**src/include/otg_role_consts.vh**
```
// Constants for the dual-role OTG role controller: map, fields, timing
`ifndef OTG_ROLE_CONSTS_VH
`define OTG_ROLE_CONSTS_VH

// Register byte offsets
`define REG_CTRL       8'h00
`define REG_STATE      8'h04
`define REG_PINS       8'h08

// Control register fields
`define CTRL_WANT_BUS  0
`define CTRL_APP_DONE  1
`define CTRL_HNP_EN    2
`define CTRL_BCON_NOTO 3
`define CTRL_RELEASE   4
`define CTRL_W         5
`define CTRL_RESET     5'h00

// Synchronised input bit positions
`define IN_ID_B        0
`define IN_VBUS_VLD    1
`define IN_A_SESS      2
`define IN_B_SESS      3
`define IN_B_SEND      4
`define IN_CONN        5
`define IN_IDLE        6
`define IN_RESUME      7
`define IN_DLINE       8
`define IN_W           9

// Time base
`define CLK_NS         4
`define TICK_NS        125000
`define TICK_CYC       (`TICK_NS / `CLK_NS)

// Times in microseconds, counts in ticks
`define T_VRISE_US     100000
`define N_VRISE        (`T_VRISE_US * 1000 / `TICK_NS)
`define T_BCON_US      200000
`define N_BCON         (`T_BCON_US * 1000 / `TICK_NS)
`define T_SUSP_US      150000
`define N_SUSP         (`T_SUSP_US * 1000 / `TICK_NS)
`define T_IDLE_MIN_US  3000
`define N_IDLE_MIN     (`T_IDLE_MIN_US * 1000 / `TICK_NS)
`define T_IDLE_MAX_US  200000
`define N_IDLE_MAX     (`T_IDLE_MAX_US * 1000 / `TICK_NS)
`define T_BIDLE_US     2000
`define N_BIDLE        (`T_BIDLE_US * 1000 / `TICK_NS)
`define T_DP_US        8000
`define N_DP           (`T_DP_US * 1000 / `TICK_NS)
`define T_CHRG_US      30000
`define N_CHRG         (`T_CHRG_US * 1000 / `TICK_NS)
`define T_SRP_US       50000
`define N_SRP          (`T_SRP_US * 1000 / `TICK_NS)
`define T_PLS_MIN_US   5000
`define N_PLS_MIN      (`T_PLS_MIN_US * 1000 / `TICK_NS)
`define T_PLS_MAX_US   10000
`define N_PLS_MAX      (`T_PLS_MAX_US * 1000 / `TICK_NS)
`define T_ACON_US      3125
`define N_ACON         (`T_ACON_US * 1000 / `TICK_NS)

`endif

```
**src/hw/pin_sync.v**
```verilog
// Three-stage pin synchroniser with agreement filter, one lane per bit
`timescale 1ns/1ps
module pin_sync #(
  parameter W = 9
) (
  clk_sys,
  sys_rst,
  pin_in,
  level_out
);
  input  wire         clk_sys;   // System clock
  input  wire         sys_rst;   // Synchronous reset, active high
  input  wire [W-1:0] pin_in;    // Raw asynchronous levels
  output wire [W-1:0] level_out; // Filtered, synchronous levels

  genvar g;
  generate
    for (g = 0; g < W; g = g + 1) begin : lane
      reg s1_q; // First stage, read only by the second
      reg s2_q; // Second stage
      reg s3_q; // Third stage
      reg lv_q; // Accepted level
      // Level moves only once stages two and three agree, which masks
      // a single metastable resolution at the cost of one cycle
      always @(posedge clk_sys) begin
        if (sys_rst) begin
          s1_q <= 1'b0;
          s2_q <= 1'b0;
          s3_q <= 1'b0;
          lv_q <= 1'b0;
        end else begin
          s1_q <= pin_in[g];
          s2_q <= s1_q;
          s3_q <= s2_q;
          if (s2_q == s3_q) begin
            lv_q <= s3_q;
          end
        end
      end
      assign level_out[g] = lv_q;
    end
  endgenerate
endmodule

```
**src/hw/otg_role_ctrl.v**
```verilog
// Dual-role OTG role controller with APB register access
`timescale 1ns/1ps
`include "otg_role_consts.vh"
module otg_role_ctrl #(
  parameter TICK_CYC = `TICK_CYC // Clock cycles per 125 us tick
) (
  clk_sys,
  sys_rst,
  psel,
  penable,
  pwrite,
  paddr,
  pwdata,
  prdata,
  pready,
  pslverr,
  id_pin,
  bus_power_valid_flag,
  host_side_session_valid,
  periph_side_session_valid,
  periph_side_session_ended,
  peer_connected,
  bus_idle,
  bus_resume,
  data_line_high,
  bus_power_drive,
  dplus_pullup_on,
  bus_power_charge,
  host_mode_on
);
  input  wire        clk_sys;                   // System clock
  input  wire        sys_rst;                   // Synchronous reset
  input  wire        psel;                      // APB select
  input  wire        penable;                   // APB access phase
  input  wire        pwrite;                    // APB direction
  input  wire [7:0]  paddr;                     // APB byte address
  input  wire [31:0] pwdata;                    // APB write data
  output wire [31:0] prdata;                    // APB read data
  output wire        pready;                    // APB ready
  output wire        pslverr;                   // APB error
  input  wire        id_pin;                    // High: B cable/none
  input  wire        bus_power_valid_flag;      // Supply valid (A)
  input  wire        host_side_session_valid;   // A session level
  input  wire        periph_side_session_valid; // B session level
  input  wire        periph_side_session_ended; // B session ended
  input  wire        peer_connected;            // Peer pull-up seen
  input  wire        bus_idle;                  // Bus in idle state
  input  wire        bus_resume;                // Resume signalling
  input  wire        data_line_high;            // Data line raised
  output wire        bus_power_drive;           // Drive bus supply
  output wire        dplus_pullup_on;           // D+ pull-up
  output wire        bus_power_charge;          // Supply charge pulse
  output wire        host_mode_on;              // Host mode enable

  // One-hot role states
  localparam [11:0] ST_A_IDLE  = 12'h001;
  localparam [11:0] ST_A_VRISE = 12'h002;
  localparam [11:0] ST_A_BCON  = 12'h004;
  localparam [11:0] ST_A_HOST  = 12'h008;
  localparam [11:0] ST_A_SUSP  = 12'h010;
  localparam [11:0] ST_A_PERI  = 12'h020;
  localparam [11:0] ST_A_VFALL = 12'h040;
  localparam [11:0] ST_B_IDLE  = 12'h080;
  localparam [11:0] ST_B_SRP   = 12'h100;
  localparam [11:0] ST_B_PERI  = 12'h200;
  localparam [11:0] ST_B_ACON  = 12'h400;
  localparam [11:0] ST_B_HOST  = 12'h800;

  // Host mode states: decode used for the output and status
  function host_dec;
    input [11:0] st;
    begin
      host_dec = |(st & (ST_A_BCON | ST_A_HOST | ST_A_SUSP | ST_B_HOST));
    end
  endfunction

  // Bus supply states
  function vbus_dec;
    input [11:0] st;
    begin
      vbus_dec = |(st & (ST_A_VRISE | ST_A_BCON | ST_A_HOST | ST_A_SUSP
                         | ST_A_PERI));
    end
  endfunction

  wire [`IN_W-1:0]   lv;        // Filtered input levels
  reg  [`IN_W-1:0]   lv_q;      // Levels one cycle ago
  reg  [11:0]        state_q;   // Role state
  reg  [11:0]        state_d;
  reg  [14:0]        pre_q;     // Tick prescaler
  reg                tick_q;    // One-cycle tick
  reg  [11:0]        tmr_q;     // Time in state, ticks
  reg  [11:0]        idl_q;     // Time bus idle, ticks
  reg  [11:0]        pls_q;     // Data-line pulse length
  reg  [`CTRL_W-1:0] ctrl_q;    // Software control bits
  reg  [31:0]        prdata_q;  // Read data register
  reg                vbus_q;    // Registered outputs
  reg                dp_q;
  reg                chrg_q;
  reg                host_q;

  // Raw pins cross into the clock domain here; ID enters inverted so that a
  // lane's reset level of 0 means the B role and no false ID change follows reset
  pin_sync #(.W(`IN_W)) u_sync (
    .clk_sys   (clk_sys),
    .sys_rst   (sys_rst),
    .pin_in    ({data_line_high, bus_resume, bus_idle, peer_connected,
                 periph_side_session_ended, periph_side_session_valid,
                 host_side_session_valid, bus_power_valid_flag, ~id_pin}),
    .level_out (lv)
  );

  // Level names and change events
  wire id_b   = ~lv[`IN_ID_B];
  wire id_ev  = lv[`IN_ID_B] ^ lv_q[`IN_ID_B];
  wire vbv    = lv[`IN_VBUS_VLD];
  wire vbv_fl = ~lv[`IN_VBUS_VLD] & lv_q[`IN_VBUS_VLD];
  wire asv    = lv[`IN_A_SESS];
  wire asv_rs = lv[`IN_A_SESS] & ~lv_q[`IN_A_SESS];
  wire bsv    = lv[`IN_B_SESS];
  wire bse    = lv[`IN_B_SEND];
  wire con    = lv[`IN_CONN];
  wire att    = lv[`IN_CONN] & ~lv_q[`IN_CONN];
  wire dis    = ~lv[`IN_CONN] & lv_q[`IN_CONN];
  wire res_ev = lv[`IN_RESUME] & ~lv_q[`IN_RESUME];
  wire dl_fl  = ~lv[`IN_DLINE] & lv_q[`IN_DLINE];
  // Peer SRP: data line pulse of 5 to 10 ms
  wire srp_seen = dl_fl & (pls_q >= `N_PLS_MIN) & (pls_q <= `N_PLS_MAX);

  wire want    = ctrl_q[`CTRL_WANT_BUS];
  wire done    = ctrl_q[`CTRL_APP_DONE];
  wire hnp     = ctrl_q[`CTRL_HNP_EN];
  wire noto    = ctrl_q[`CTRL_BCON_NOTO];
  wire let_go  = ctrl_q[`CTRL_RELEASE];
  // Suspend is read as at least 3 ms of idle
  wire susp    = idl_q >= `N_IDLE_MIN;

  // Event history for edge detection
  always @(posedge clk_sys) begin
    if (sys_rst) begin
      lv_q <= {`IN_W{1'b0}};
    end else begin
      lv_q <= lv;
    end
  end

  // Tick generator and timers; state timer restarts on entry
  always @(posedge clk_sys) begin
    if (sys_rst) begin
      pre_q  <= 15'h0000;
      tick_q <= 1'b0;
      tmr_q  <= 12'h000;
      idl_q  <= 12'h000;
      pls_q  <= 12'h000;
    end else begin
      tick_q <= (pre_q == TICK_CYC[14:0] - 15'h0001);
      if (pre_q == TICK_CYC[14:0] - 15'h0001) begin
        pre_q <= 15'h0000;
      end else begin
        pre_q <= pre_q + 15'h0001;
      end
      if (state_d != state_q) begin
        tmr_q <= 12'h000;
      end else if (tick_q && tmr_q != 12'hfff) begin
        tmr_q <= tmr_q + 12'h001;
      end
      // Saturating counters hold their value instead of wrapping
      if (!lv[`IN_IDLE]) begin
        idl_q <= 12'h000;
      end else if (tick_q && idl_q != 12'hfff) begin
        idl_q <= idl_q + 12'h001;
      end
      if (!lv[`IN_DLINE]) begin
        pls_q <= 12'h000;
      end else if (tick_q && pls_q != 12'hfff) begin
        pls_q <= pls_q + 12'h001;
      end
    end
  end

  // Next role state; ID change always takes precedence
  always @* begin
    state_d = state_q;
    case (state_q)
      ST_A_IDLE: begin
        if (id_b) begin
          state_d = ST_B_IDLE;
        end else if (want | asv_rs | att | srp_seen) begin
          state_d = ST_A_VRISE;
        end
      end
      ST_A_VRISE: begin
        if (id_ev) begin
          state_d = ST_A_VFALL;
        end else if (vbv) begin
          state_d = ST_A_BCON;
        end else if (tmr_q >= `N_VRISE) begin
          state_d = ST_A_VFALL;
        end
      end
      ST_A_BCON: begin
        if (id_ev) begin
          state_d = ST_A_VFALL;
        end else if (vbv & con) begin
          state_d = ST_A_HOST;
        end else if (!noto && tmr_q >= `N_BCON) begin
          state_d = ST_A_VFALL;
        end
      end
      ST_A_HOST: begin
        if (id_ev) begin
          state_d = ST_A_BCON;
        end else if (~vbv | done | dis) begin
          state_d = ST_A_VFALL;
        end else if (let_go) begin
          state_d = ST_A_SUSP;
        end
      end
      ST_A_SUSP: begin
        if (id_ev | ~vbv) begin
          state_d = ST_A_VFALL;
        end else if (hnp & dis & (tmr_q < `N_SUSP)) begin
          state_d = ST_A_PERI;
        end else if (tmr_q >= `N_SUSP) begin
          state_d = ST_A_VFALL;
        end else if (want & ~let_go) begin
          state_d = ST_A_HOST;
        end
      end
      ST_A_PERI: begin
        if (id_ev | vbv_fl) begin
          state_d = ST_A_VFALL;
        end else if (idl_q >= `N_IDLE_MIN && idl_q <= `N_IDLE_MAX) begin
          state_d = ST_A_BCON;
        end
      end
      ST_A_VFALL: begin
        if (id_ev | (~asv & ~con)) begin
          state_d = ST_A_IDLE;
        end
      end
      ST_B_IDLE: begin
        if (!id_b) begin
          state_d = ST_A_IDLE;
        end else if (bsv) begin
          state_d = ST_B_PERI;
        end else if (want && idl_q >= `N_BIDLE && bse) begin
          state_d = ST_B_SRP;
        end
      end
      ST_B_SRP: begin
        // Done well inside the 100 ms limit
        if (id_ev || tmr_q >= `N_SRP) begin
          state_d = ST_B_IDLE;
        end
      end
      ST_B_PERI: begin
        if (id_ev | ~bsv) begin
          state_d = ST_B_IDLE;
        end else if (hnp & susp & want) begin
          state_d = ST_B_ACON;
        end
      end
      ST_B_ACON: begin
        if (id_ev | ~bsv) begin
          state_d = ST_B_IDLE;
        end else if (att) begin
          state_d = ST_B_HOST;
        end else if (res_ev || tmr_q >= `N_ACON) begin
          state_d = ST_B_PERI;
        end
      end
      ST_B_HOST: begin
        if (id_ev | ~bsv) begin
          state_d = ST_B_IDLE;
        end else if (done | dis) begin
          state_d = ST_B_PERI;
        end
      end
      default: begin
        // Illegal code recovers into the idle of the B role
        state_d = ST_B_IDLE;
      end
    endcase
  end

  // State and registered pin drives
  always @(posedge clk_sys) begin
    if (sys_rst) begin
      state_q <= ST_B_IDLE;
      vbus_q  <= 1'b0;
      dp_q    <= 1'b0;
      chrg_q  <= 1'b0;
      host_q  <= 1'b0;
    end else begin
      state_q <= state_d;
      vbus_q  <= vbus_dec(state_q);
      host_q  <= host_dec(state_q);
      // Pull-up is masked whenever host mode is decoded
      dp_q    <= ~host_dec(state_q) &
                 ((state_q == ST_B_PERI) | (state_q == ST_A_PERI) |
                  ((state_q == ST_B_SRP) & (tmr_q < `N_DP)));
      chrg_q  <= (state_q == ST_B_SRP) & (tmr_q < `N_CHRG);
    end
  end

  assign bus_power_drive  = vbus_q;
  assign dplus_pullup_on  = dp_q;
  assign bus_power_charge = chrg_q;
  assign host_mode_on     = host_q;

  // APB decode
  wire hit  = (paddr == `REG_CTRL) | (paddr == `REG_STATE) |
              (paddr == `REG_PINS);
  wire wr   = psel & penable & pwrite & (paddr == `REG_CTRL);

  // Control register; software owns every bit
  always @(posedge clk_sys) begin
    if (sys_rst) begin
      ctrl_q <= `CTRL_RESET;
    end else if (wr) begin
      ctrl_q <= pwdata[`CTRL_W-1:0];
    end
  end

  // Read data captured in the setup cycle, so it comes from a flop
  always @(posedge clk_sys) begin
    if (sys_rst) begin
      prdata_q <= 32'h00000000;
    end else if (psel & ~penable & ~pwrite) begin
      case (paddr)
        `REG_CTRL:  prdata_q <= {27'h0000000, ctrl_q};
        `REG_STATE: prdata_q <= {20'h00000, state_q};
        `REG_PINS:  prdata_q <= {19'h00000, host_q, chrg_q, dp_q, vbus_q,
                                 lv[`IN_W-1:1], ~lv[`IN_ID_B]};
        default:    prdata_q <= 32'h00000000;
      endcase
    end
  end

  // Zero wait states; unmapped addresses answer with an error
  assign pready  = 1'b1;
  assign pslverr = psel & penable & ~hit;
  assign prdata  = prdata_q;
endmodule

```
**config.mk**
```make
export PLATFORM = sky130hd
export DESIGN_NAME = otg_role_ctrl
export DESIGN_NICKNAME = d
export VERILOG_FILES = /design/src/hw/pin_sync.v /design/src/hw/otg_role_ctrl.v
export VERILOG_INCLUDE_DIRS = /design/src /design/src/include
export SDC_FILE = /design/constraint.sdc
export NUM_CORES = 1
export LEC_CHECK = 0
export BUFFER_PORTS_ARGS = -buffer_cell sky130_fd_sc_hd__buf_2
export CORE_MARGIN = 5
export CORE_UTILIZATION = 55
export DETAILED_ROUTE_END_ITERATION = 7
export MAX_ROUTING_LAYER = met4
export PLACE_DENSITY = 0.85
export SLEW_MARGIN = 20
export SYNTH_ARGS = -nofsm -noshare
export SYNTH_HDL_FRONTEND = slang
export SYNTH_HIERARCHICAL = 1
export SYNTH_SLANG_ARGS = --single-unit
```
**constraint.sdc**
```tcl
create_clock -name clk_sys -period 2.7 [get_ports clk_sys]
set_input_delay 0.135 -clock clk_sys [delete_from_list [all_inputs] [get_ports clk_sys]]
set_output_delay 0.135 -clock clk_sys [all_outputs]
set_load 0.03 [all_outputs]
```
# Word level (Yosys, flattened, before mapping)
# Index checks and enable logic that the tools add are counted.
[word_totals] wordCells=197 in_bits=54 out_inout_bits=38 regBits=150
[classes] magnitude_cmp=13 n_mux=31 bitwise_logic=55 n_eq_ne=28 add_sub_neg=4 reduce_logical=17
[ops] cell="$mux 12" count=29
[ops] cell="$pmux 12 s12" count=1
[ops] cell="$pmux 13 s3" count=1
[ops] cell="$add 12x1->12 const B" count=3
[ops] cell="$ge 12x5->1 const B" count=3
[ops] cell="$ne 12x12->1 const B" count=3
[ops] cell="$and 1x1->1" count=24
[ops] cell="$ge 12x11->1 const B" count=2
[ops] cell="$not 1->1" count=16
[ops] cell="$add 15x1->15 const B" count=1
[ops] cell="$eq 15x15->1 const B" count=1
[ops] cell="$or 1x1->1" count=14
[ops] cell="$eq 12x1->1 const B" count=1
[ops] cell="$eq 12x10->1 const B" count=1
[ops] cell="$eq 12x11->1 const B" count=1
[ops] cell="$eq 12x12->1 const B" count=1
[ops] cell="$eq 12x2->1 const B" count=1
[ops] cell="$eq 12x3->1 const B" count=1
[ops] cell="$eq 12x4->1 const B" count=1
[ops] cell="$eq 12x5->1 const B" count=1
[ops] cell="$eq 12x6->1 const B" count=1
[ops] cell="$eq 12x7->1 const B" count=1
[ops] cell="$eq 12x8->1 const B" count=1
[ops] cell="$eq 12x9->1 const B" count=1
[ops] cell="20 further kinds" count=38

# Logic depth before layout (Yosys ltp)
# Gate-level depths: netlist of the first run.
[logic_depth] depth_word=10 mapped_depth=11 mapped_depth_nobuf=9

# By module
# The synthesis of the first run kept the hierarchy.
[by_module_without_submodules] mod="otg_role_ctrl" cells_per_inst=711 area_each_um2=5592.9 instances=1 seq_area_each_um2=1841.8
[by_module_without_submodules] mod="pin_sync" cells_per_inst=102 area_each_um2=1129.8 instances=1 seq_area_each_um2=720.7

# Worst setup path before layout of the first run
# No wires, ideal clock.
[synth_timing] path_type="register to register" startpoint="reg u_sync.lane[1].lv_q" endpoint="reg tmr_q[10]" period_less_slack_ps=2427 path_buffers=2 stages_incl_launch_ff=10 arrival_ps=2335 setup_slack_ps=273 setup_ps=93 required_ps=2607 path_cell_list="dfxtp_1 > buf_4 > clkbuf_2 > inv_1 > a2111oi_0 > o32ai_1 > a31o_1 > o41ai_1 > o2111ai_1 > nor4_1"
[synth_via] elab_chain_len=8 elab_cells_between_ends=18 classes_between="eq/ne (1); mux (9); bitwise (7); reduce/logical (1)"
[synth_rtl] item="start: declaration" line="pin_sync.v:22" rtl="reg lv_q;"
[synth_rtl] item="start signal: assignment" line="pin_sync.v:36" rtl="lv_q <= s3_q;"
[synth_rtl] item="$not 1->1" line="otg_role_ctrl.v:117, otg_role_ctrl.v:213, otg_role_ctrl.v:220"
[synth_rtl] item="$or 1x1->1 (2 in series)" line="otg_role_ctrl.v:213" rtl="end else if (~vbv | done | dis) begin"
[synth_rtl] item="$mux 12" line="otg_role_ctrl.v:213"
[synth_rtl] item="$mux 12" line="otg_role_ctrl.v:211" rtl="if (id_ev) begin"
[synth_rtl] item="$pmux 12 s12 (*)" line="otg_role_ctrl.v:184" rtl="case (state_q)"
[synth_rtl] item="$ne 12x12->1 (*)" line="otg_role_ctrl.v:162" rtl="if (state_d != state_q) begin"
[synth_rtl] item="$reduce_or 2->1 (no line) (*)"
[synth_rtl] item="end signal: assignment" line="otg_role_ctrl.v:165" rtl="tmr_q <= tmr_q + 12'h001;"
[synth_rtl] item="end: declaration" line="otg_role_ctrl.v:92" rtl="reg [11:0] tmr_q;"
# Mark *: on every way between the ends. The rest lies on a longest branch, timed or not.
# A chain may end at the register's enable or synchronous reset.

# Worst setup path after layout of the first run
[layout_timing] startpoint="reg idl_q[5]" endpoint="reg tmr_q[11]"
[layout_via] elab_chain_len=9 elab_cells_between_ends=18 classes_between="order compare (3); eq/ne (1); mux (8); bitwise (2); reduce/logical (4)"
[layout_rtl] item="start: declaration" line="otg_role_ctrl.v:93" rtl="reg [11:0] idl_q;"
[layout_rtl] item="start signal: assignment" line="otg_role_ctrl.v:171" rtl="idl_q <= idl_q + 12'h001;"
[layout_rtl] item="$ge 12x5->1 (no line)"
[layout_rtl] item="$logic_and 1x1->1 (no line)"
[layout_rtl] item="$logic_and 1x1->1" line="otg_role_ctrl.v:247" rtl="end else if (want && idl_q >= `N_BIDLE && bse) begin"
[layout_rtl] item="$mux 12" line="otg_role_ctrl.v:247"
[layout_rtl] item="$mux 12" line="otg_role_ctrl.v:245" rtl="end else if (bsv) begin"
[layout_rtl] item="$mux 12" line="otg_role_ctrl.v:243" rtl="if (!id_b) begin"
[layout_rtl] item="$pmux 12 s12 (*)" line="otg_role_ctrl.v:184"
[layout_rtl] item="$ne 12x12->1 (*)" line="otg_role_ctrl.v:162"
[layout_rtl] item="$reduce_or 2->1 (no line) (*)"
# Marked as above.

==> flow_summary_export.csv, run 1 <==
group,metric,value,unit
pwr,peakVddDrop,841.0,µV
die,coreArea,12010,µm²
pwr,p_per_area,549.1,nW/µm²
finish,final_common_cell,"dfxtp_1",
finish,layoutNonFillerInstCount,1081,
sta,clock.fmax,379.1,MHz
synth,avgSynthCellArea,8.269,µm²
min_path,hold_class,"in -> reg",
finish,final_area,8282,µm²
route,via_per_inst,5.977,
clock_tree,clk_pin_slew,0.06,ns
global_route,grt_pass1_wl,30.68,mm
setup_path,timing.critical_path.buf_inv,1,
placement,io_buffers,44,
synth,ys.flop_type,"dfxtp_1",
clock_tree,cts_buffers,17,
synth,synth.top_cell.area_share,0.3812,
route,drtPass1Iterations,5,
setup_path,path_cells,"or4_1 -> o311a_1 -> a31oi_4 -> o2bb2ai_2 -> nor4_4 -> buf_4 -> nand3_4 -> nor4_1",
placement,placed_cell_area,7371,µm²
setup_path,critPathRequiredTime,3.03,ns
global_route,first_global_vias,6090,
global_route,antenna_found_initial,0,
synth,post-synth-top-area-cell,"dfxtp_1",
placement,gp_congestion,1.024,
die,die_h,120.6,µm
finish,antenna_cells,0,
route,vias,6461,
route,wire_per_inst,17.64,µm
finish,nets,985,
sta,tns,0,ns
synth,synth_area_leaders,"dfxtp_1 (38%), nor2_1 (5.1%), nor2b_1 (3.7%)",
setup_path,path_class,"reg -> reg",
setup_path,cp_slowest_stage_delay,0.59,ns
die,rows,40,
setup_path,startpoint_type,"flop",
sta,slew_violations,0,
clock_tree,htreeDepth,4,
synth,syn_area,6723,µm²
finish,n_fill_cell,933,
clock_tree,clock_sinks,128,
status,status,"finished, final reports clean",
sta,max_slew_margin,0.4793,
synth,yosysSeqAreaShare,0.3812,
route,route.detailed.drc,0,
setup_path,critPathCaptureType,"flop",
sta,rsz0062_at_grt,"yes",
synth,synth_async_sr_flop_share,0,
die,initial_core_util,0.5597,
route,drt_iter0_markers,627,
setup_path,cp_top_family,"simple AND/OR/NAND/NOR gates",
placement,dp_hpwl,13.18,mm
global_route,grt_overflow,0,
clock_tree,cts_tree,"yes",
finish,layout-drive-gt1-share,0.2206,
die,die_area,14530,µm²
placement,post-place-cells,1033,
setup_path,crit_path_top_delay_cell,"or4_1",
sta,tightestPinTransition,0.7795,ns
setup_path,critical_path.max_fanout,6,
placement,place_worst_setup_slack,0.04257,ns
sta,fin_ws,0.06250,ns
synth,synth.distinct_cells,64,
pwr,leakage,3.245,nW
flow_run,max-cap-violations,0,
sta,final.min_clock_period,2.638,ns
sta,setup-violations-final,0,
synth,synth_edf_count,0,
synth,synth_cells,813,
sta,hold_violations,0,
sta,finClkSkew,0.01016,ns
synth,synth_warnings,6,
die,die_w,120.6,µm
finish,area_growth,23.19,%
clock_tree,cts-root-buf,"clkbuf_16",
finish,most-common-layout-cells,"dfxtp_1 (124), nor2_1 (91), buf_4 (83)",
synth,synth-seq-cells,128,
global_route,grt_usage,0.2735,
route,routed_wl,19.07,mm
sta,period_share,0.9769,
route,antenna_left,0,
die,io_pins,92,
clock_tree,clock_path_buffers,2,
global_route,grt_max_degree,30,
clock_tree,clk_latency,0.43,ns
setup_path,worstPathArrival,2.97,ns
-- power by group --
group          leakage, nW  switching [W]  internal (W)
clock                0.308       0.000958       0.00148
combinational         1.90       0.000118     0.0000648
sequential            1.04      0.0000117       0.00191
total                 3.24        0.00109       0.00346
-- through the flow --
| stage | power, W | utilization | hold WS [ns] |
|---|---|---|---|
| final | 0.004547 | 0.6895 | 0.2038 |
| after global routing | 0.004681 | 0.6895 | 0.2192 |
| after CTS | 0.004555 | 0.6783 | 0.1846 |
| after detailed placement | 0.002116 | 0.6136 | 0.3518 |
| after global placement | 0.002112 | 0.6136 | 0.3460 |
| after floorplan | 0.002093 | - | 0.2632 |
-- synthesized netlist by cell type, types with 4 or more instances --
| library cell | n |
|---|---|
| dfxtp_1 | 128 |
| xor2_1 | 20 |
| inv_1 | 25 |
| nand2b_1 | 8 |
| nor4_4 | 4 |
| mux2i_1 | 14 |
| o311ai_0 | 6 |
| or3_1 | 12 |
| nor2_1 | 91 |
| nand3b_1 | 6 |
| buf_4 | 29 |
| o21ai_0 | 35 |
| nand2_1 | 60 |
| and3_1 | 6 |
| or2_2 | 6 |
| nor4_1 | 25 |
| and2b_2 | 6 |
| ha_1 | 10 |
| nand3_1 | 31 |
| a21oi_1 | 43 |
| nor2b_1 | 40 |
| nor3_1 | 38 |
| buf_6 | 6 |
| a22oi_1 | 12 |
| clkbuf_1 | 18 |
| nor4b_1 | 9 |
| buf_2 | 14 |
| a31oi_1 | 7 |
| xnor2_1 | 22 |
| a2111oi_0 | 5 |
| nand4_1 | 20 |
-- worst paths after layout --
check                                         start             endpoint  slack [ns]  depth (start not counted)
worst min register to register  u_sync/lane[2].s1_q  u_sync/lane[2].s2_q        0.44                          1
worst min-delay path                        sys_rst            prdata[0]        0.20                          2
worst max register to register             idl_q[5]            tmr_q[11]        0.06                          8
worst max-delay path                       idl_q[5]            tmr_q[11]        0.06                          8
-- area by class of cell --
cell class                 count  area [µm²]  share of cell area
timing repair buffer         141       983.4              0.1187
multi-input combinational    608        3831              0.4626
sequential                   128        2567              0.3100
inverter                      25       93.84             0.01133
tap                          147       183.9             0.02221
clock buffer                  17       425.4             0.05137
clock inverter                15       196.4             0.02372
-- metal layers --
metal | GRT usage | routed length (µm) | part of all wire | up-vias
met4 | 0.09915 | 629 | 0.033 | 0
met2 | 0.4356 | 9145 | 0.48 | 288
met3 | 0.07156 | 1443 | 0.076 | 62
li1 | - | - | - | 3076
met5 | - | 0 | 0 | -
met1 | 0.3364 | 7846 | 0.41 | 3035
-- flip-flops by register name, indices dropped and copies added, names as in the netlist, 5 cells and up --
register and count:
prdata 13, ctrl_q 5, pre_q 15, u_sync/lane.s3_q 9, u_sync/lane.lv_q 9, pls_q 12
u_sync/lane.s2_q 9, state_q 12, u_sync/lane.s1_q 9, lv_q 6, idl_q 12, tmr_q 12
-- logic make-up (layout without fill, tap and decap cells) --
logic type / count (synthesis) / in the layout / synth area share
compound gates: 143 / 143 / 0.1379
xor+xnor: 42 / 42 / 0.05472
fa+ha+maj: 10 / 10 / 0.01861
buf+inv: 96 / 198 / 0.07928
flops: 128 / 128 / 0.3812
mux: 14 / 14 / 0.02084
other cells: 2 / 20 / 0.001117
simple gates: 378 / 379 / 0.3063
-- timing repair --
action / 4_1_cts / 5_1_grt
gates cloned: 0 / 1
hold endpoints to repair: 14 / 0
pin swaps: 0 / 9
setup endpoints to repair: 2 / 14
buffers inserted: 0 / 1
hold buffers: 14 / 0
gates resized for setup: 2 / 26
No activity file was read; power rests on OpenSTA's default activity.
==> run 2, diff against run 1 <==
CTS_BUF_LIST = sky130_fd_sc_hd__clkbuf_8   (was default)
==> flow_summary_export.csv, run 2 (synthesis results as in run 1) <==
group,metric,value,unit
route,via_per_inst,5.969,
setup_path,timing.critical_path.buf_inv,2,
sta,setup-violations-final,0,
die,io_pins,92,
setup_path,reg2regPathDepth,9,
status,status,"finished, final reports clean",
sta,max_slew_margin,0.4751,
pwr,leakage,3.159,nW
clock_tree,cts_tree,"yes",
die,die_h,120.6,µm
setup_path,critical_path.max_fanout,5,
die,initial_core_util,0.5597,
route,wire_per_inst,17.11,µm
route,drt_iter0_markers,677,
route,drtPass1Iterations,8,
route,antenna_left,0,
finish,n_fill_cell,955,
global_route,antenna_found_initial,0,
global_route,use_met2,0.4080,
global_route,use_met3,0.05940,
global_route,first_global_vias,5885,
flow_run,max-cap-violations,0,
finish,final_common_cell,"dfxtp_1",
finish,antenna_cells,0,
finish,nets,985,
route,vias,6452,
setup_path,r2r_start,"state_q[5]",
setup_path,crit_path_top_delay_cell,"or4_4",
sta,final.min_clock_period,2.634,ns
sta,tns,0,ns
sta,hold_violations,0,
pwr,peakVddDrop,656.2,µV
route,routed_wl,18.49,mm
sta,clock.fmax,379.7,MHz
global_route,grt_max_degree,30,
min_path,min_to,"prdata[3]",
setup_path,startpoint_type,"flop",
min_path,hold_depth,2,
finish,most-common-layout-cells,"dfxtp_1 (122), nor2_1 (91), buf_4 (83)",
finish,regMostFlops,"pre_q",
setup_path,cp_slowest_stage_delay,0.57,ns
pwr,p_per_area,484.9,nW/µm²
setup_path,r2r-end,"tmr_q[4]",
clock_tree,clock_sinks,128,
placement,io_buffers,44,
setup_path,r2r_slack,0.07,ns
sta,period_share,0.9755,
die,rows,40,
placement,place_worst_setup_slack,0.04257,ns
sta,slew_violations,0,
finish,utilization,0.6726,
global_route,gr-max-usage-layer,"met2",
placement,gp_congestion,1.024,
global_route,grt_pass1_wl,29.41,mm
finish,layout.area.seq,2570,µm²
clock_tree,clock_path_buffers,2,
min_path,hold_class,"in -> reg",
clock_tree,cts_buffers,17,
sta,holdWs,0.1609,ns
finish,largest_reg_flops,15,
clock_tree,htreeDepth,4,
setup_path,worstPathArrival,3.00,ns
finish,area_growth,20.17,%
global_route,grt_overflow,0,
finish,layout-drive-gt1-share,0.2227,
placement,dp_hpwl,13.18,mm
setup_path,cp_top_family,"simple AND/OR/NAND/NOR gates",
setup_path,path_cells,"or4_4 -> buf_4 -> nor4_4 -> and4b_2 -> o2bb2ai_2 -> nor4_4 -> buf_4 -> nand3_2 -> nor4_2",
die,die_area,14530,µm²
global_route,grt_usage,0.2614,
sta,tightestPinTransition,0.7858,ns
die,coreArea,12010,µm²
min_path,min_from,"sys_rst",
setup_path,critPathRequiredTime,3.07,ns
clock_tree,clk_pin_slew,0.09,ns
sta,fin_ws,0.06605,ns
sta,finClkSkew,0.01510,ns
clock_tree,cts-root-buf,"clkbuf_8",
route,route.detailed.drc,0,
finish,multi_input_area,3817,µm²
setup_path,path_class,"reg -> reg",
setup_path,critPathCaptureType,"flop",
global_route,globalRouteMet1Util,0.3272,
clock_tree,clk_latency,0.46,ns
die,die_w,120.6,µm
[run 2: area by class of cell]
type / instances / area share
multi-input combinational: 608 / 0.4725
inverter: 25 / 0.01162
clock buffer: 17 / 0.02896
tap: 147 / 0.02277
timing repair buffer: 141 / 0.1217
clock inverter: 15 / 0.02431
sequential: 128 / 0.3181
[run 2: where the power goes]
group / leakage, nW / internal (W) / switching, W / total (W)
Sequential: 1.04 / 0.00191 / 0.0000114 / 0.00192
Clock: 0.221 / 0.000946 / 0.000870 / 0.00182
Combinational: 1.90 / 0.0000650 / 0.000118 / 0.000183
[run 2: per-layer routing]
layer | share of wire | wire length, µm
met5 | 0 | 0
met4 | 0.032 | 596
met3 | 0.080 | 1477
met2 | 0.48 | 8818
met1 | 0.41 | 7599
[run 2: worst register-to-register path, cell delays in order, from the launching register on]
cell	delay, ns
dfxtp_2	0.37
or4_4	0.57
buf_4	0.17
nor4_4	0.23
and4b_2	0.28
o2bb2ai_2	0.08
nor4_4	0.20
buf_4	0.18
nand3_2	0.16
nor4_2	0.30
[run 2: how the worst max path moves through the flow]
stage / cells past startpoint / end / start / slack [ns]
6_report: 9 / tmr_q[4] / state_q[5] / 0.07
5_1_grt: 9 / tmr_q[3] / tmr_q[6] / -0.008
4_1_cts: 7 / tmr_q[4] / state_q[5] / 0.02
3_5_place_dp: 7 / tmr_q[4] / state_q[5] / 0.04
3_3_place_gp: 9 / tmr_q[1] / state_q[6] / 0.12
2_1_floorplan: 9 / tmr_q[10] / u_sync/lane[1].lv_q / 0.27
[run 2: through the flow]
| step | cells | total power [W] | cell area, µm² |
|---|---|---|---|
| finish | 1081 | 0.003917 | 8079 |
| global route | 1081 | 0.004055 | 8079 |
| CTS | 1079 | 0.003935 | 7956 |
| detailed placement | 1033 | 0.002116 | 7371 |
| global placement | 1033 | 0.002112 | 7371 |
| floorplan | 831 | 0.002093 | 6790 |
[run 2: repair_timing]
item,4_1_cts,5_1_grt
hold endpoints to repair,14,0
pin swaps,0,7
hold buffers,14,0
resized for setup,2,25
buffers inserted,0,1
gates cloned,0,1
endpoints found under the setup margin,3,14
==> run 3, diff against run 2 <==
REMOVE_ABC_BUFFERS = 1   (was default)
==> flow_summary_export.csv, run 3 (synthesis results as in run 1) <==
group,metric,value,unit
status,status,"finished, final reports clean",
route,drtPass1Iterations,5,
route,vias,6262,
finish,final_common_cell,"dfxtp_1",
setup_path,path_class,"reg -> reg",
route,drt_iter0_markers,558,
route,via_per_inst,5.880,
clock_tree,cts_tree,"yes",
flow_run,max-cap-violations,0,
global_route,grt_overflow,0,
clock_tree,clk_pin_slew,0.08,ns
sta,slew_violations,0,
die,io_pins,92,
pwr,pwr-share-clk,0.439,
die,die_w,120.6,µm
die,coreArea,12010,µm²
clock_tree,clock_path_buffers,2,
finish,nets,969,
sta,clock.fmax,380.8,MHz
die,die_h,120.6,µm
setup_path,cp_top_family,"simple AND/OR/NAND/NOR gates",
sta,hold_violations,0,
finish,regMostFlops,"pre_q",
setup_path,timing.critical_path.buf_inv,0,
pwr,power,0.003740,W
die,rows,40,
pwr,peakVddDrop,722.2,µV
finish,layout-drive-gt1-share,0.2037,
global_route,grt_pass1_wl,28.95,mm
setup_path,path_cells,"or4_1 -> o311a_1 -> a31oi_4 -> o2bb2ai_2 -> nor4_4 -> nand4_1 -> nor4_1",
finish,area_growth,18.05,%
sta,period_share,0.9726,
setup_path,cp_slowest_stage_delay,0.59,ns
setup_path,critPathCaptureType,"flop",
placement,place_worst_setup_slack,0.05080,ns
die,die_area,14530,µm²
pwr,p_comb_frac,0.048,
sta,max_slew_margin,0.4189,
clock_tree,cts_buffers,17,
global_route,first_global_vias,5901,
pwr,switching_share,0.2408,
pwr,internal_power,0.002839,W
clock_tree,clk_latency,0.45,ns
sta,tightestPinTransition,0.8699,ns
pwr,p_seq_frac,0.513,
route,antenna_left,0,
placement,dp_hpwl,12.69,mm
pwr,p_per_area,471.2,nW/µm²
setup_path,crit_path_top_delay_cell,"or4_1",
clock_tree,htreeDepth,4,
placement,gp_congestion,0.9628,
route,routed_wl,18.01,mm
global_route,grt_usage,0.2569,
route,route.detailed.drc,0,
min_path,hold_class,"in -> reg",
sta,rsz0062_at_grt,"yes",
finish,most-common-layout-cells,"dfxtp_1 (120), nor2_1 (91), buf_4 (66)",
sta,final.min_clock_period,2.626,ns
finish,utilization,0.6607,
pwr,leakage,3.076,nW
sta,finClkSkew,0.01749,ns
global_route,antenna_found_initial,0,
setup_path,crit_cells,7,
finish,largest_reg_flops,15,
global_route,grt_max_degree,33,
sta,fin_ws,0.07392,ns
setup_path,worstPathArrival,2.97,ns
route,wire_per_inst,16.91,µm
finish,antenna_cells,0,
placement,io_buffers,44,
setup_path,reg2regPathDepth,7,
clock_tree,cts-root-buf,"clkbuf_8",
setup_path,critical_path.max_fanout,6,
min_path,hold_depth,2,
setup_path,startpoint_type,"flop",
sta,setup-violations-final,0,
clock_tree,clock_sinks,128,
die,initial_core_util,0.5597,
pwr,p_switching,0.0009004,W
setup_path,critPathRequiredTime,3.04,ns
run 3: cell types whose count changed in the layout (fill, tap and decap cells not counted), moves of 4 or more:
cell,delta
buf_4,-17
inv_6,-4
nor4_1,+4
nor4_2,-5
run 3: worst paths after layout:
path | start | to | slack [ns]
worst max-delay path | idl_q[5] | tmr_q[7] | 0.07
worst max register to register | idl_q[5] | tmr_q[7] | 0.07
worst min-delay path | sys_rst | ctrl_q[3] | 0.19
worst min register to register | u_sync/lane[6].s1_q | u_sync/lane[6].s2_q | 0.44
run 3: metrics by stage:
stage	cell area, µm²	instances	setup TNS [ns]	hold slack [ns]
6_report	7936	1065	0	0.1879
5_1_grt	7936	1065	-0.06642	0.1993
4_1_cts	7794	1062	0	0.1700
3_5_place_dp	7256	1016	0	0.3491
3_3_place_gp	7256	1016	0	0.3414
2_1_floorplan	6351	760	-2.027	0.2017
run 3: worst register-to-register path, stage by stage (launching register included):
cell	delay [ns]
dfxtp_1	0.35
or4_1	0.59
o311a_1	0.46
a31oi_4	0.21
o2bb2ai_2	0.10
nor4_4	0.28
nand4_1	0.26
nor4_1	0.28
run 3: cell type report:
type / instances / area [µm²]
Clock inverter: 13 / 136.4
Inverter: 25 / 93.84
Multi-Input combinational cell: 607 / 3801
Tap cell: 147 / 183.9
Clock buffer: 19 / 261.5
Fill cell: 984 / 4075
Timing Repair Buffer: 126 / 887.1
Sequential cell: 128 / 2572
run 3: power by group through the flow:
stage / logic, W / clock network, W / registers, W
final: 0.000178 / 0.00164 / 0.00192
after global routing: 0.000193 / 0.00176 / 0.00192
after CTS: 0.000169 / 0.00166 / 0.00192
after detailed placement: 0.000153 / 0 / 0.00196
after global placement: 0.000150 / 0 / 0.00196
after floorplan: 0.0000894 / 0 / 0.00196
run 3: repair_timing:
item	CTS	global route
hold buffers	14	0
endpoints found under the hold margin	14	0
setup endpoints to repair	0	15
buffers inserted	0	2
resized for setup	0	27
run 3: routing by layer:
layer	track usage	wire, µm
met4	0.08357	444
met2	0.4041	8412
met5	-	0
met3	0.07250	1433
met1	0.3206	7715
